<file path="src/hw/mrq_pkg.sv">
// constants, field layouts and carrier types for the receive queue control
package mrq_pkg;

   // ----------------------------------------------------------------
   // register offsets
   // ----------------------------------------------------------------
   localparam int unsigned ADDR_W = 9;
   localparam logic [8:0] OFS_IND_ADDR_HI = 9'h140;
   localparam logic [8:0] OFS_IND_ADDR_LO = 9'h141;
   localparam logic [8:0] OFS_IND_DATA = 9'h142;
   localparam logic [8:0] OFS_LOW_WM = 9'h15a;
   localparam logic [8:0] OFS_HIGH_WM = 9'h15b;
   localparam logic [8:0] OFS_IRQ_EN = 9'h15c;
   localparam logic [8:0] OFS_LSTAT = 9'h15d;
   localparam logic [8:0] OFS_REJECT = 9'h15e;
   localparam logic [15:0] IND_CTRL_BYTES = 16'h0004;

   // ----------------------------------------------------------------
   // field positions
   // ----------------------------------------------------------------
   localparam int unsigned EN_FIFO_OVF = 3;
   localparam int unsigned EN_QUEUE_OVF = 2;
   localparam int unsigned EN_LOW = 1;
   localparam int unsigned EN_HIGH = 0;
   localparam int unsigned LS_FIFO_OVF = 3;
   localparam int unsigned LS_QUEUE_OVF = 2;
   localparam int unsigned LS_HIGH = 1;
   localparam int unsigned LS_LOW = 0;
   localparam int unsigned RJ_NONPAUSE = 6;
   localparam int unsigned RJ_CTRL = 5;
   localparam int unsigned RJ_LENGTH = 4;
   localparam int unsigned RJ_CHECKSUM = 3;
   localparam int unsigned RJ_ODD_BIT = 2;
   localparam int unsigned RJ_PHY_ERR = 1;
   localparam int unsigned RJ_BROADCAST = 0;
   localparam int unsigned MC_HEARTBEAT_OFF = 28;
   localparam int unsigned MC_PORT_CHOICE = 27;
   localparam int unsigned MC_SELF_RX_BLOCK = 23;
   localparam int unsigned MC_LOOPBACK = 21;
   localparam int unsigned MC_DUPLEX = 20;
   localparam int unsigned MC_ACCEPT_ALL = 19;
   localparam int unsigned MC_MULTICAST = 18;
   localparam int unsigned MC_LATE_COL = 12;
   localparam int unsigned MC_SINGLE = 10;
   localparam int unsigned MC_PAD_STRIP = 8;
   localparam int unsigned MC_BACKOFF_HI = 7;
   localparam int unsigned MC_BACKOFF_LO = 6;
   localparam int unsigned MC_DEFERRAL = 5;
   localparam int unsigned MC_TX_EN = 3;
   localparam int unsigned MC_RX_EN = 2;
   localparam logic [31:0] MC_RW_MASK = 32'h18bc_15ec;

   // ----------------------------------------------------------------
   // reset values and counts
   // ----------------------------------------------------------------
   localparam logic [7:0] RST_BYTE = 8'h00;
   localparam logic [31:0] RST_CTRL = 32'h0000_0000;
   localparam int unsigned WM_PKTS = 32;
   localparam int unsigned WM_PKT_BYTES = 2048;
   localparam int unsigned WM_UNIT = WM_PKTS * WM_PKT_BYTES;
   localparam int unsigned LVL_W = 25;
   localparam logic [LVL_W-1:0] QUEUE_BYTES_DEF = 25'h100_0000;
   localparam logic [4:0] MAX_TRIES = 5'h10;

   // ----------------------------------------------------------------
   // carrier types
   // ----------------------------------------------------------------
   typedef struct packed {
      logic ctrl;
      logic unsup_ctrl;
      logic len_err;
      logic crc_err;
      logic dribble;
      logic phy_err;
      logic runt;
      logic collided;
      logic broadcast;
   } mrq_frame_stat_t;

   typedef struct packed {
      logic heartbeat_off;
      logic port_choice;
      logic self_receive_block;
      logic loopback_select;
      logic full_duplex;
      logic accept_all_frames;
      logic multicast_pass;
      logic late_collision_retry;
      logic single_attempt;
      logic auto_pad_strip;
      logic [1:0] backoff_limit;
      logic deferral_abort_check;
      logic tx_enable;
      logic rx_enable;
   } mrq_mac_cfg_t;

endpackage

</file>
<file path="src/hw/mrq_rx_ctrl.sv">
// receive queue watermarks, latched status, frame filter and mac control
`timescale 1ns/1ns
module mrq_rx_ctrl import mrq_pkg::*; #(
   parameter logic [LVL_W-1:0] QUEUE_BYTES = QUEUE_BYTES_DEF
) (
   input wire logic clk_sys_i,
   input wire logic arst_n_i,
   input wire logic [ADDR_W-1:0] reg_addr_i,
   input wire logic [7:0] reg_wdata_i,
   input wire logic reg_wr_i,
   input wire logic reg_rd_i,
   output logic [7:0] reg_rdata_o,
   input wire logic frame_done_i,
   input wire logic [13:0] frame_len_i,
   input wire mrq_frame_stat_t frame_stat_i,
   input wire logic rx_fifo_ovf_i,
   input wire logic drain_i,
   input wire logic [13:0] drain_len_i,
   output logic frame_accept_o,
   output logic frame_drop_o,
   output logic [LVL_W-1:0] queue_level_o,
   output logic irq_o,
   input wire logic tx_req_i,
   input wire logic tx_collision_i,
   input wire logic tx_done_i,
   output logic tx_start_o,
   output logic tx_skip_o,
   output logic tx_retry_err_o,
   output logic hb_check_en_o,
   output mrq_mac_cfg_t mac_cfg_o
);

   // ----------------------------------------------------------------
   // declarations
   // ----------------------------------------------------------------
   typedef enum logic [0:0] {TX_IDLE, TX_SEND} mrq_tx_state_t;

   logic [7:0] low_wm, next_low_wm, high_wm, next_high_wm;
   logic [3:0] irq_en, next_irq_en;
   logic [6:0] allow, next_allow;
   logic [15:0] ind_addr, next_ind_addr;
   logic [7:0] rdata, next_rdata;
   logic [3:0] lstat, next_lstat, set_vec;
   logic [LVL_W-1:0] level, next_level, lo_b, hi_b;
   logic [LVL_W:0] sum, sub;
   logic accept_p, next_accept_p, drop_p, next_drop_p;
   logic irq, next_irq;
   logic take, room, accept, q_ovf, hi_cross, lo_cross;
   logic rd_lstat, ind_ok, ctrl_wr, filt_reject;
   mrq_mac_cfg_t cfg;
   logic [7:0] ctrl_rbyte;
   mrq_tx_state_t tx_state, next_tx_state;
   logic [4:0] tries, next_tries;
   logic start_p, next_start_p, skip_p, next_skip_p, rerr_p, next_rerr_p;

   function automatic logic hits(input logic [ADDR_W-1:0] a,
                                 input logic [ADDR_W-1:0] ofs);
      hits = (a == ofs);
   endfunction

   // ----------------------------------------------------------------
   // submodules
   // ----------------------------------------------------------------
   mrq_mac_ctrl u_ctrl (
      .clk_sys_i(clk_sys_i),
      .arst_n_i(arst_n_i),
      .wr_i(ctrl_wr),
      .sel_i(ind_addr[1:0]),
      .wdata_i(reg_wdata_i),
      .cfg_o(cfg),
      .rbyte_o(ctrl_rbyte)
   );

   mrq_frame_filter u_filt (
      .stat_i(frame_stat_i),
      .allow_i(allow),
      .reject_o(filt_reject)
   );

   // ----------------------------------------------------------------
   // register port
   // ----------------------------------------------------------------
   always_comb begin
      ind_ok = (ind_addr < IND_CTRL_BYTES);
      ctrl_wr = reg_wr_i && hits(reg_addr_i, OFS_IND_DATA) && ind_ok;
      rd_lstat = reg_rd_i && hits(reg_addr_i, OFS_LSTAT);
      next_low_wm = low_wm;
      next_high_wm = high_wm;
      next_irq_en = irq_en;
      next_allow = allow;
      next_ind_addr = ind_addr;
      next_rdata = rdata;
      if (reg_wr_i) begin
         case (reg_addr_i)
            OFS_LOW_WM: next_low_wm = reg_wdata_i;
            OFS_HIGH_WM: next_high_wm = reg_wdata_i;
            OFS_IRQ_EN: next_irq_en = reg_wdata_i[3:0];
            OFS_REJECT: next_allow = reg_wdata_i[6:0];
            OFS_IND_ADDR_HI: next_ind_addr[15:8] = reg_wdata_i;
            OFS_IND_ADDR_LO: next_ind_addr[7:0] = reg_wdata_i;
            default: ;
         endcase
      end
      if (reg_rd_i) begin
         case (reg_addr_i)
            OFS_LOW_WM: next_rdata = low_wm;
            OFS_HIGH_WM: next_rdata = high_wm;
            OFS_IRQ_EN: next_rdata = {4'h0, irq_en};
            OFS_LSTAT: next_rdata = {4'h0, lstat};
            OFS_REJECT: next_rdata = {1'b0, allow};
            OFS_IND_ADDR_HI: next_rdata = ind_addr[15:8];
            OFS_IND_ADDR_LO: next_rdata = ind_addr[7:0];
            OFS_IND_DATA: next_rdata = ind_ok ? ctrl_rbyte : RST_BYTE;
            default: next_rdata = RST_BYTE;
         endcase
      end
   end

   always_ff @(posedge clk_sys_i or negedge arst_n_i) begin
      if (!arst_n_i) begin
         low_wm <= RST_BYTE;
         high_wm <= RST_BYTE;
         irq_en <= RST_BYTE[3:0];
         allow <= RST_BYTE[6:0];
         ind_addr <= 16'h0000;
         rdata <= RST_BYTE;
      end else begin
         low_wm <= next_low_wm;
         high_wm <= next_high_wm;
         irq_en <= next_irq_en;
         allow <= next_allow;
         ind_addr <= next_ind_addr;
         rdata <= next_rdata;
      end
   end

   // ----------------------------------------------------------------
   // queue level, watermarks and latched status
   // ----------------------------------------------------------------
   always_comb begin
      lo_b = LVL_W'(low_wm) * LVL_W'(WM_UNIT);
      hi_b = LVL_W'(high_wm) * LVL_W'(WM_UNIT);
      take = frame_done_i && cfg.rx_enable && !filt_reject;
      room = ({1'b0, level} + {12'h000, frame_len_i}) <= {1'b0, QUEUE_BYTES};
      accept = take && room;
      q_ovf = take && !room;
      sum = {1'b0, level} + (accept ? {12'h000, frame_len_i} : 26'h000_0000);
      sub = drain_i ? {12'h000, drain_len_i} : 26'h000_0000;
      // drain beyond what is held saturates rather than wrapping
      if (sum < sub) begin
         next_level = '0;
      end else begin
         next_level = LVL_W'(sum - sub);
      end
      hi_cross = (level < hi_b) && (next_level >= hi_b);
      lo_cross = (level >= lo_b) && (next_level < lo_b);
      set_vec = '0;
      set_vec[LS_FIFO_OVF] = rx_fifo_ovf_i;
      set_vec[LS_QUEUE_OVF] = q_ovf;
      set_vec[LS_HIGH] = hi_cross;
      set_vec[LS_LOW] = lo_cross;
      // a new event in the read cycle survives the clear
      next_lstat = (rd_lstat ? 4'h0 : lstat) | set_vec;
      next_accept_p = accept;
      next_drop_p = frame_done_i && !accept;
      // high and low sit in swapped places between status and enable
      next_irq = (lstat[LS_FIFO_OVF] && irq_en[EN_FIFO_OVF]) ||
                 (lstat[LS_QUEUE_OVF] && irq_en[EN_QUEUE_OVF]) ||
                 (lstat[LS_HIGH] && irq_en[EN_HIGH]) ||
                 (lstat[LS_LOW] && irq_en[EN_LOW]);
   end

   always_ff @(posedge clk_sys_i or negedge arst_n_i) begin
      if (!arst_n_i) begin
         level <= '0;
         lstat <= 4'h0;
         accept_p <= 1'b0;
         drop_p <= 1'b0;
         irq <= 1'b0;
      end else begin
         level <= next_level;
         lstat <= next_lstat;
         accept_p <= next_accept_p;
         drop_p <= next_drop_p;
         irq <= next_irq;
      end
   end

   // ----------------------------------------------------------------
   // transmit gating and retry
   // ----------------------------------------------------------------
   always_comb begin
      next_tx_state = tx_state;
      next_tries = tries;
      next_start_p = 1'b0;
      next_skip_p = 1'b0;
      next_rerr_p = 1'b0;
      case (tx_state)
         TX_IDLE: begin
            if (tx_req_i && cfg.tx_enable) begin
               next_start_p = 1'b1;
               next_tries = 5'h01;
               next_tx_state = TX_SEND;
            end
         end
         TX_SEND: begin
            if (tx_collision_i) begin
               if (cfg.single_attempt) begin
                  next_skip_p = 1'b1;
                  next_tx_state = TX_IDLE;
               end else if (tries == MAX_TRIES) begin
                  next_rerr_p = 1'b1;
                  next_tx_state = TX_IDLE;
               end else begin
                  next_tries = tries + 5'h01;
                  next_start_p = 1'b1;
               end
            end else if (tx_done_i) begin
               next_tx_state = TX_IDLE;
            end
         end
         default: next_tx_state = TX_IDLE;
      endcase
   end

   always_ff @(posedge clk_sys_i or negedge arst_n_i) begin
      if (!arst_n_i) begin
         tx_state <= TX_IDLE;
         tries <= 5'h00;
         start_p <= 1'b0;
         skip_p <= 1'b0;
         rerr_p <= 1'b0;
      end else begin
         tx_state <= next_tx_state;
         tries <= next_tries;
         start_p <= next_start_p;
         skip_p <= next_skip_p;
         rerr_p <= next_rerr_p;
      end
   end

   // ----------------------------------------------------------------
   // outputs
   // ----------------------------------------------------------------
   assign reg_rdata_o = rdata;
   assign frame_accept_o = accept_p;
   assign frame_drop_o = drop_p;
   assign queue_level_o = level;
   assign irq_o = irq;
   assign tx_start_o = start_p;
   assign tx_skip_o = skip_p;
   assign tx_retry_err_o = rerr_p;
   assign hb_check_en_o = !cfg.full_duplex && !cfg.heartbeat_off;
   assign mac_cfg_o = cfg;
endmodule

</file>
<file path="src/hw/mrq_frame_filter.sv">
// frame rejection filter: verdict from frame status and reject control
`timescale 1ns/1ns
module mrq_frame_filter import mrq_pkg::*; (
   input wire mrq_frame_stat_t stat_i,
   input wire logic [6:0] allow_i,
   output logic reject_o
);

   logic nonpause_ctrl_allow;
   logic ctrl_frame_allow;
   logic length_mismatch_allow;
   logic checksum_error_allow;
   logic odd_bit_frame_allow;
   logic phy_error_allow;
   logic broadcast_allow;

   always_comb begin
      nonpause_ctrl_allow = allow_i[RJ_NONPAUSE];
      ctrl_frame_allow = allow_i[RJ_CTRL];
      length_mismatch_allow = allow_i[RJ_LENGTH];
      checksum_error_allow = allow_i[RJ_CHECKSUM];
      odd_bit_frame_allow = allow_i[RJ_ODD_BIT];
      phy_error_allow = allow_i[RJ_PHY_ERR];
      broadcast_allow = allow_i[RJ_BROADCAST];
      reject_o = 1'b0;
      if (stat_i.ctrl && !ctrl_frame_allow) begin
         reject_o = 1'b1;
      end
      if (stat_i.ctrl && stat_i.unsup_ctrl && !nonpause_ctrl_allow) begin
         reject_o = 1'b1;
      end
      if (stat_i.len_err && !length_mismatch_allow) begin
         reject_o = 1'b1;
      end
      if ((stat_i.crc_err || stat_i.phy_err) && !checksum_error_allow) begin
         reject_o = 1'b1;
      end
      // dribble flag is meaningless on collided or runt frames
      if (stat_i.dribble && !stat_i.runt && !stat_i.collided &&
          !odd_bit_frame_allow) begin
         reject_o = 1'b1;
      end
      if (stat_i.phy_err && !phy_error_allow) begin
         reject_o = 1'b1;
      end
      if (stat_i.broadcast && !broadcast_allow) begin
         reject_o = 1'b1;
      end
   end

endmodule

</file>
<file path="src/hw/mrq_mac_ctrl.sv">
// indirectly addressed 32-bit mac control word
`timescale 1ns/1ns
module mrq_mac_ctrl import mrq_pkg::*; (
   input wire logic clk_sys_i,
   input wire logic arst_n_i,
   input wire logic wr_i,
   input wire logic [1:0] sel_i,
   input wire logic [7:0] wdata_i,
   output mrq_mac_cfg_t cfg_o,
   output logic [7:0] rbyte_o
);

   logic [31:0] word;
   logic [31:0] next_word;

   // indirect byte 0 holds bits 31:24, byte 3 holds bits 7:0
   always_comb begin
      next_word = word;
      if (wr_i) begin
         next_word[31 - 8 * sel_i -: 8] = wdata_i;
      end
      next_word = next_word & MC_RW_MASK;
   end

   always_ff @(posedge clk_sys_i or negedge arst_n_i) begin
      if (!arst_n_i) begin
         word <= RST_CTRL;
      end else begin
         word <= next_word;
      end
   end

   always_comb begin
      rbyte_o = word[31 - 8 * sel_i -: 8];
      cfg_o.heartbeat_off = word[MC_HEARTBEAT_OFF];
      cfg_o.port_choice = word[MC_PORT_CHOICE];
      cfg_o.self_receive_block = word[MC_SELF_RX_BLOCK];
      cfg_o.loopback_select = word[MC_LOOPBACK];
      cfg_o.full_duplex = word[MC_DUPLEX];
      cfg_o.accept_all_frames = word[MC_ACCEPT_ALL];
      cfg_o.multicast_pass = word[MC_MULTICAST];
      cfg_o.late_collision_retry = word[MC_LATE_COL];
      cfg_o.single_attempt = word[MC_SINGLE];
      cfg_o.auto_pad_strip = word[MC_PAD_STRIP];
      cfg_o.backoff_limit = word[MC_BACKOFF_HI:MC_BACKOFF_LO];
      cfg_o.deferral_abort_check = word[MC_DEFERRAL];
      cfg_o.tx_enable = word[MC_TX_EN];
      cfg_o.rx_enable = word[MC_RX_EN];
   end

endmodule

</file>
<file path="config.mk">
export PLATFORM = sky130hd
export DESIGN_NAME = mrq_rx_ctrl
export DESIGN_NICKNAME = d
export VERILOG_FILES = /design/src/hw/mrq_pkg.sv /design/src/hw/mrq_rx_ctrl.sv /design/src/hw/mrq_frame_filter.sv /design/src/hw/mrq_mac_ctrl.sv
export SDC_FILE = /design/constraint.sdc
export NUM_CORES = 1
export LEC_CHECK = 0
export BUFFER_PORTS_ARGS = -buffer_cell sky130_fd_sc_hd__buf_4
export CORE_MARGIN = 2
export CORE_UTILIZATION = 50
export DETAILED_ROUTE_END_ITERATION = 10
export PLACE_DENSITY = 0.69
export SKIP_LAST_GASP = 1
export SYNTH_ARGS = -nofsm -noshare
export SYNTH_HDL_FRONTEND = slang
export SYNTH_SLANG_ARGS = --single-unit
</file>
<file path="constraint.sdc">
create_clock -name clk_sys_i -period 10.6 [get_ports clk_sys_i]
set_clock_uncertainty 0.2 [all_clocks]
set_input_delay 1.06 -clock clk_sys_i [delete_from_list [all_inputs] [get_ports clk_sys_i]]
set_output_delay 1.06 -clock clk_sys_i [all_outputs]
set_load 0.005 [all_outputs]
</file>
==> results.ini, run 1 <==
[place]
hpwl_mm = 18.4
gp_congestion = 0.976
io_buffers = 118
dp_cells = 1212
post_dp_cell_area_sq_um = 9470

[floorplan]
rows = 47
ios = 119
die-area_sq_um = 17800
die_h_microns = 133
initial_core_util = 0.507
core-area_sq_um = 16500
fp.dieW_microns = 133

[worst_setup_path]
cp_max_fo = 8
path_class = in2reg
slowest_stage = or4_4
slowest_delay_ns = 0.62
r2r-end = lstat[1]
rrSetupSlack_ns = 1.19
end_kind = register
required_ns = 10.67
reg2reg_from = queue_level_o[0]
start_kind = primary input
r2r_cells = 40
arrival_ns = 9.86
startpoint = frame_len_i[0]
cpMostUsedCell = ha_1

[power]
p_seq_frac = 0.284
swShare = 0.442
pwr-share-clk = 0.165
power_density_nw_per_um2 = 213
comb_power_share = 0.551
p_leak_nw = 4.54
p_int_mw = 1.16
ir_drop_v = 0.0000988
power_switching_mw = 0.922

[min_path]
hold_path_depth = 1
hold_path_class = reg2reg
hold_end = tx_state
min_from = tx_state

[synthesis]
synth-seq-area-share = 0.320
synth_edf_count = 0
synthDistinctLibCells = 81
syn_avg_cell_area_sq_um = 9.38
synth_flop_cell = dfrtp_1
synth_area_sq_um = 8360
synth-seq-cells = 107
postSynthCellCount = 891
async_flop_share = 1.00
synth_nets = 1032
ys_warn_count = 0

[grt]
grt_pass1_wl_mm = 37.5
overflow = 0
grt_max_degree = 64
grt_pass1_vias = 7054
antenna_found_initial = 0
grt_usage = 0.267

[layout]
instances_no_fill = 1229
final_nets = 1145
final_cell_area_sq_um = 9780
mostFrequentLayoutCells = 126 x buf_4, 107 x dfrtp_1, 74 x ha_1
diodes = 0
drive_above_1_share = 0.244
final_common_cell = buf_4
area_delta_synth_final_pct = 17.0

[sta]
relSlewSlack = 0.298
fin_crit_ns = 9.78
hold_viol_final = 0
drv_slew = 0
fin_setup_tns_ns = 0
max_freq_mhz = 102
tightest_slew_ns = 1.05
rsz0062_at_grt = no
fin_crit_sh = 0.923
finalSetupViolCount = 0

[detailed_routing]
post_drt_wl_per_cell_microns = 18.9
drt_iter0_markers = 477
post_drt_via_cell_ratio = 5.94
ant_nets = 0
wl_mm = 23.2
drt-pass1-iter-count = 6
drc = 0
vias = 7301

[cts]
ctsHoldBuffers = 0
cts_sinks = 107
clkSlewWorstSetupHoldPaths_ns = 0.07
root_buffer = clkbuf_16
htreeDepth = 3
cts_made_buffers = 9
clock_latency_ns = 0.36
cts_tree = done
cts.path.max_buffers = 2

[job]
max_cap_viol_count = 0

[run_status]
status = finished clean

[metal layers]
metal / wire length (microns) / track usage / vias to the layer above
met1: 10600 / 0.381 / 3508
met2: 10800 / 0.423 / 236
met4: 448 / 0.0792 / 0
met5: 0 / 0 / -
li1: - / - / 3520
met3: 1370 / 0.0384 / 37
[power by group through the flow]
stage / Clock [mW] / Sequential (mW) / Combinational [mW]
after floorplan: 0 / 0.539 / 0.840
after global placement: 0 / 0.596 / 1.12
after detailed placement: 0 / 0.596 / 1.13
after CTS: 0.346 / 0.587 / 1.14
after global routing: 0.366 / 0.599 / 1.27
final: 0.343 / 0.592 / 1.15
[cells by family after synthesis]
| kind of cell | count (synthesis) | share of synthesized area |
|---|---|---|
| buffers and inverters | 72 | 0.0349 |
| muxes | 76 | 0.100 |
| and+or+nand+nor | 268 | 0.164 |
| AOI/OAI and AO/OA | 240 | 0.207 |
| xor gates and xnor gates | 51 | 0.0553 |
| adders and majority gates | 77 | 0.118 |
| DFF | 107 | 0.320 |
[worst max-delay path by stage]
| stage | cells past startpoint | endpoint | slack, ns |
|---|---|---|---|
| 2_1_floorplan | 40 | lstat[1] | 1.55 |
| 6_report | 41 | lstat[1] | 0.82 |
| 3_3_place_gp | 41 | lstat[1] | 0.56 |
| 3_5_place_dp | 41 | lstat[1] | 0.32 |
| 4_1_cts | 41 | lstat[1] | 0.65 |
| 5_1_grt | 38 | lstat[1] | 0.08 |
[worst max-delay path, delay by kind of cell]
kind / cells / cell delay [ns]
adders and majority gates: 6 / 1.81
AOI/OAI and AO/OA: 13 / 2.59
buffers and inverters: 3 / 0.32
muxes: 1 / 0.39
xor gates and xnor gates: 2 / 0.40
and+or+nand+nor: 16 / 3.29
[area by class of cell]
cell class	count	area, sq um
clock inverters	7	75.1
inverters	48	180
repair buffers	126	946
clock buffers	9	225
multi-input cells	712	5400
well taps	220	275
flip-flops and latches	107	2680
fillers	1482	6690
[metrics by stage]
stage	utilization	hold slack [ns]	power, mW	setup slack [ns]
5_1_grt	0.594	0.346	2.24	0.0805
2_1_floorplan	-	0.272	1.38	1.55
4_1_cts	0.593	0.326	2.07	0.646
6_report	0.594	0.326	2.08	0.815
3_5_place_dp	0.575	0.310	1.72	0.320
3_3_place_gp	0.575	0.309	1.71	0.562
[Yosys cell counts, types with 4 or more instances]
master,n,area share
o211ai_1,5,0.0045
nor2_1,61,0.027
buf_2,5,0.0030
ha_1,74,0.11
nor3_1,24,0.014
a21boi_2,9,0.012
o21ai_1,8,0.0048
a22oi_1,7,0.0063
nor4_1,12,0.0090
a21o_1,26,0.023
nand2b_1,11,0.0082
o21a_1,13,0.012
o21bai_1,6,0.0054
nand2_1,72,0.032
nand3_1,21,0.013
inv_1,47,0.021
a221o_1,4,0.0048
nor3b_1,5,0.0045
a21boi_1,6,0.0054
and2_1,7,0.0052
nand4_1,12,0.0090
or2_2,5,0.0037
and3_1,8,0.0060
xor2_1,15,0.016
clkbuf_1,16,0.0072
mux2_2,62,0.084
o21ai_0,34,0.020
a31oi_1,9,0.0067
nor2b_1,8,0.0060
a21oi_2,5,0.0052
xnor2_1,34,0.036
o22ai_1,12,0.0090
dfrtp_1,107,0.32
mux2i_1,14,0.017
a211oi_1,9,0.0081
a21oi_1,44,0.026
[registers in the layout, summed over array words and instances (netlist names), 4 cells and up]
signal	flops
irq_en	4
u_ctrl.word	15
ind_addr	16
allow	7
lstat	4
tries	5
low_wm	8
high_wm	8
reg_rdata_o	8
queue_level_o	25
[what timing repair did]
item	4_1_cts	5_1_grt
setup endpoints to repair	0	1
buffers inserted	0	1
gates resized for setup	0	2
Power figures use the tool's default switching activity.
==> run 2, diff against run 1 <==
- BUFFER_PORTS_ARGS: -buffer_cell sky130_fd_sc_hd__buf_4 -> -buffer_cell sky130_fd_sc_hd__buf_2
- CORE_MARGIN: 2 -> not set
==> run 2 against run 1 <==
Compared with the run above: total power is 1.1% lower; hold slack better by 0.0016 ns; first-iteration DRC count is 18% higher; sequential power is 1% higher; die area is 3.0% lower; wire length is 0.27% higher; via count is 0.48% higher; global-route usage is 0.94 points higher; core utilization is 0.39 points lower; clock power hardly changed; combinational power hardly changed; critical path type unchanged; critical endpoint unchanged.
==> results.ini, run 2 (synthesized netlist as in run 1, its figures left out) <==
[place]
hpwl_mm = 18.4
dp_cells = 1209
post_dp_cell_area_sq_um = 9180
io_buffers = 118
gp_congestion = 0.942

[power]
power_density_nw_per_um2 = 217
p_leak_nw = 4.49
ir_drop_v = 0.000112

[floorplan]
die-area_sq_um = 17200
rows = 46
die_h_microns = 131
initial_core_util = 0.518
core-area_sq_um = 16100
ios = 119
fp.dieW_microns = 131

[worst_setup_path]
cpMostUsedCell = ha_1
slowest_stage = or4_4
path_class = in2reg
critPathBufInv = 3
slowest_delay_ns = 0.61
cp_max_fo = 10
required_ns = 10.68
end_kind = register
crit_family = compound AO/OA/AOI/OAI gates
arrival_ns = 9.95
start_kind = primary input

[detailed_routing]
drt_iter0_markers = 561
post_drt_via_cell_ratio = 5.98
drc = 0
drt-pass1-iter-count = 7
vias = 7336
post_drt_wl_per_cell_microns = 19.0
wl_mm = 23.3
ant_nets = 0

[cts]
ctsHoldBuffers = 0
clock_latency_ns = 0.36
cts.path.max_buffers = 2
cts_sinks = 107
htreeDepth = 3
root_buffer = clkbuf_16
cts_made_buffers = 9
clkSlewWorstSetupHoldPaths_ns = 0.08
cts_tree = done

[grt]
gr-usage-met1 = 0.426
grt_pass1_vias = 7028
grt_pass1_wl_mm = 37.7
overflow = 0
gr-usage-met2 = 0.400
grt_max_degree = 84
use_met3 = 0.0536
busiest_layer = met1
antenna_found_initial = 0
grt_usage = 0.276

[sta]
drv_slew = 0
fin_crit_ns = 9.87
finalSetupViolCount = 0
tightest_slew_ns = 1.05
holdWs_ns = 0.328
relSlewSlack = 0.298
max_freq_mhz = 101
fin_crit_sh = 0.931
hold_viol_final = 0
fin_setup_tns_ns = 0

[run_status]
status = finished clean

[layout]
area_delta_synth_final_pct = 13.8
largest_reg_flops = 25
ff_latch_area_sq_um = 2680
final_common_cell = buf_2
multiInputGateArea_sq_um = 5410
drive_above_1_share = 0.246
n_fill_cell = 1456
post-route-util = 0.590
diodes = 0
final_nets = 1147
instances_no_fill = 1227
final_cell_area_sq_um = 9510
mostFrequentLayoutCells = 117 x buf_2, 107 x dfrtp_1, 74 x ha_1

[job]
max_cap_viol_count = 0

[min_path]
hold_path_class = reg2reg

run 2: changes by cell type in the layout (fill, tap and decap cells not counted), sizes merged:
cell	previous run	this run
buf	126	128
bufinv	1	0
clkinvlp	3	1
clkinv	1	4
run 2: report_power, final:
group	switching [mW]	total, mW	internal, mW
clock network	0.176	0.343	0.168
registers	0.134	0.598	0.464
logic	0.637	1.12	0.482
total	0.946	2.06	1.11
run 2: layer usage:
layer	vias up	part of all wire
met4	0	0.0079
met5	-	0
met1	3542	0.50
met3	15	0.065
met2	258	0.42
li1	3521	-
run 2: layout make-up:
type | instances | share of cell area
Multi-Input combinational cell | 712 | 0.569
Clock buffer | 9 | 0.0237
Inverter | 48 | 0.0190
Sequential cell | 107 | 0.282
Clock inverter | 7 | 0.00842
Tap cell | 216 | 0.0284
Timing Repair Buffer | 128 | 0.0703
run 2: final timing paths:
| path | slack (ns) | cells after the start | start | end |
|---|---|---|---|---|
| min reg2reg | 0.33 | 1 | tries[0] | tries[0] |
| min in group asynchronous | 0.39 | 1 | arst_n_i | tx_start_o |
| max in group asynchronous | 8.46 | 2 | arst_n_i | queue_level_o[21] |
| min | 0.33 | 1 | tries[0] | tries[0] |
| max | 0.73 | 41 | frame_len_i[0] | lstat[1] |
| max reg2reg | 1.07 | 40 | queue_level_o[0] | lstat[1] |
run 2: repair_timing:
action | in CTS | in global routing
setup endpoints to repair | 0 | 1
gates resized for setup | 0 | 2
buffers inserted | 0 | 2
run 2: per-stage QoR:
stage	worst slack (ns)	power (mW)
after global routing	-0.000702	2.22
after global placement	0.526	1.69
after CTS	0.587	2.04
final	0.728	2.06
after detailed placement	0.223	1.70
after floorplan	1.55	1.38
==> run 3, diff against run 2 <==
==> constraint.sdc (replaced) <==
create_clock -name clk_sys_i -period 10.6 [get_ports clk_sys_i]
set_clock_uncertainty 0.2 [all_clocks]
set_input_delay 0.53 -clock clk_sys_i [delete_from_list [all_inputs] [get_ports clk_sys_i]]
set_output_delay 0.53 -clock clk_sys_i [all_outputs]
set_load 0.005 [all_outputs]
==> run 3 against run 2 <==
Compared with the run above: register-to-register slack got worse by 0.28 ns; cell count fell by 0.16%; non-clock buffer count fell by 2; critical path depth fell by 2; setup slack improved by 0.059 ns.
==> results.ini, run 3 (synthesized netlist as in run 1, its figures left out) <==
[cts]
htreeDepth = 3
postCtsSetupRepairBufs = 0
clkSlewWorstSetupHoldPaths_ns = 0.08
root_buffer = clkbuf_16
clock_latency_ns = 0.36
cts.path.max_buffers = 2
cts_sinks = 107
cts_tree = done
cts_made_buffers = 9

[detailed_routing]
post_drt_via_cell_ratio = 6.00
drt_iter0_markers = 507
post_drt_wl_per_cell_microns = 18.8
drt-pass1-iter-count = 5
drc = 0
ant_nets = 0
wl_mm = 23.0
vias = 7350

[floorplan]
core-area_sq_um = 16100
die_h_microns = 131
die-area_sq_um = 17200
fp.dieW_microns = 131
initial_core_util = 0.518
ios = 119
rows = 46

[power]
p_int_mw = 1.12
comb_power_share = 0.540
p_seq_frac = 0.288
swShare = 0.460
pwr-share-clk = 0.172
power_switching_mw = 0.955
ir_drop_v = 0.000123
power_density_nw_per_um2 = 218
p_leak_nw = 4.49

[grt]
grt_pass1_wl_mm = 36.9
overflow = 0
grt_max_degree = 71
antenna_found_initial = 0
grt_usage = 0.270
grt_pass1_vias = 6931

[place]
gp_congestion = 0.939
io_buffers = 118
hpwl_mm = 18.3

[layout]
final_nets = 1145
diodes = 0
post-route-util = 0.590
area_delta_synth_final_pct = 13.8
largest_reg_flops = 25
final_common_cell = buf_2
mostFrequentLayoutCells = 117 x buf_2, 107 x dfrtp_1, 74 x ha_1
drive_above_1_share = 0.243

[worst_setup_path]
reg2reg_from = queue_level_o[0]
cp_max_fo = 17
cpMostUsedCell = ha_1
start_kind = register
startpoint = queue_level_o[0]
crit_family = compound AO/OA/AOI/OAI gates
slowest_stage = or4_4
arrival_ns = 9.89
required_ns = 10.68
slowest_delay_ns = 0.69
end_kind = register
critPathBufInv = 1
path_class = reg2reg

[run_status]
status = finished clean

[job]
max_cap_viol_count = 0

[sta]
drv_slew = 0
max_freq_mhz = 102
hold_viol_final = 0
fin_setup_tns_ns = 0
fin_crit_sh = 0.926
tightest_slew_ns = 0.884
fin_crit_ns = 9.81
finalSetupViolCount = 0
relSlewSlack = 0.411
rsz0062_at_grt = no

[min_path]
min_from = rx_fifo_ovf_i
hold_path_class = in2reg

## run 3: path summary, 6_finish.rpt
check                           cells past startpoint                 to  slack (ns)
worst max-delay path                               39           lstat[1]        0.79
worst min-delay path                                2           lstat[3]        0.15
worst max register to register                     39           lstat[1]        0.79
worst min register to register                      1           tx_state        0.33
max in group asynchronous                           3  queue_level_o[24]        8.44
min in group asynchronous                           2          tx_skip_o        0.48
## run 3: worst reg2reg max path, delay by kind of cell (launching register included)
| kind | cells | cell delay [ns] |
|---|---|---|
| AOI/OAI and AO/OA | 16 | 3.57 |
| xor gates and xnor gates | 2 | 0.47 |
| adders and majority gates | 6 | 1.89 |
| buffers and inverters | 1 | 0.06 |
| DFF | 1 | 0.44 |
| and+or+nand+nor | 14 | 3.14 |
## run 3: repair_timing
action / in CTS / in global routing
endpoints found under the setup margin: 0 / 1
hold buffers: 1 / 0
endpoints found under the hold margin: 37 / 0
resized for setup: 0 / 1
## run 3: power groups by stage
stage / combinational [mW] / clock [mW] / sequential, mW
2_1_floorplan: 0.840 / 0 / 0.539
3_3_place_gp: 1.09 / 0 / 0.600
4_1_cts: 1.10 / 0.364 / 0.592
3_5_place_dp: 1.10 / 0 / 0.601
5_1_grt: 1.25 / 0.379 / 0.604
6_report: 1.12 / 0.357 / 0.598
## run 3: through the flow
stage                     setup WS (ns)  area, sq um  std cells  hold slack, ns  power, mW
after floorplan                    2.08         8360        891          0.0344       1.38
after global placement            0.743         9170       1208           0.300       1.69
after detailed placement          0.500         9170       1208           0.306       1.70
after CTS                         0.687         9510       1225           0.145       2.06
after global routing              0.268         9510       1225           0.155       2.23
final                             0.788         9510       1225           0.150       2.08
## run 3: per-layer routing
layer	share of wire	wire length, microns	GRT usage
met3	0.071	1650	0.0451
met2	0.42	9610	0.389
met4	0.013	289	0.0614
met5	0	0	0
met1	0.50	11500	0.417
## run 3: layout make-up
class | count | area, sq um
Multi-Input combinational cell | 712 | 5400
Sequential cell | 107 | 2680
Clock buffer | 9 | 225
Timing Repair Buffer | 126 | 656
Clock inverter | 7 | 104
Fill cell | 1452 | 6600
Inverter | 48 | 180
Tap cell | 216 | 270
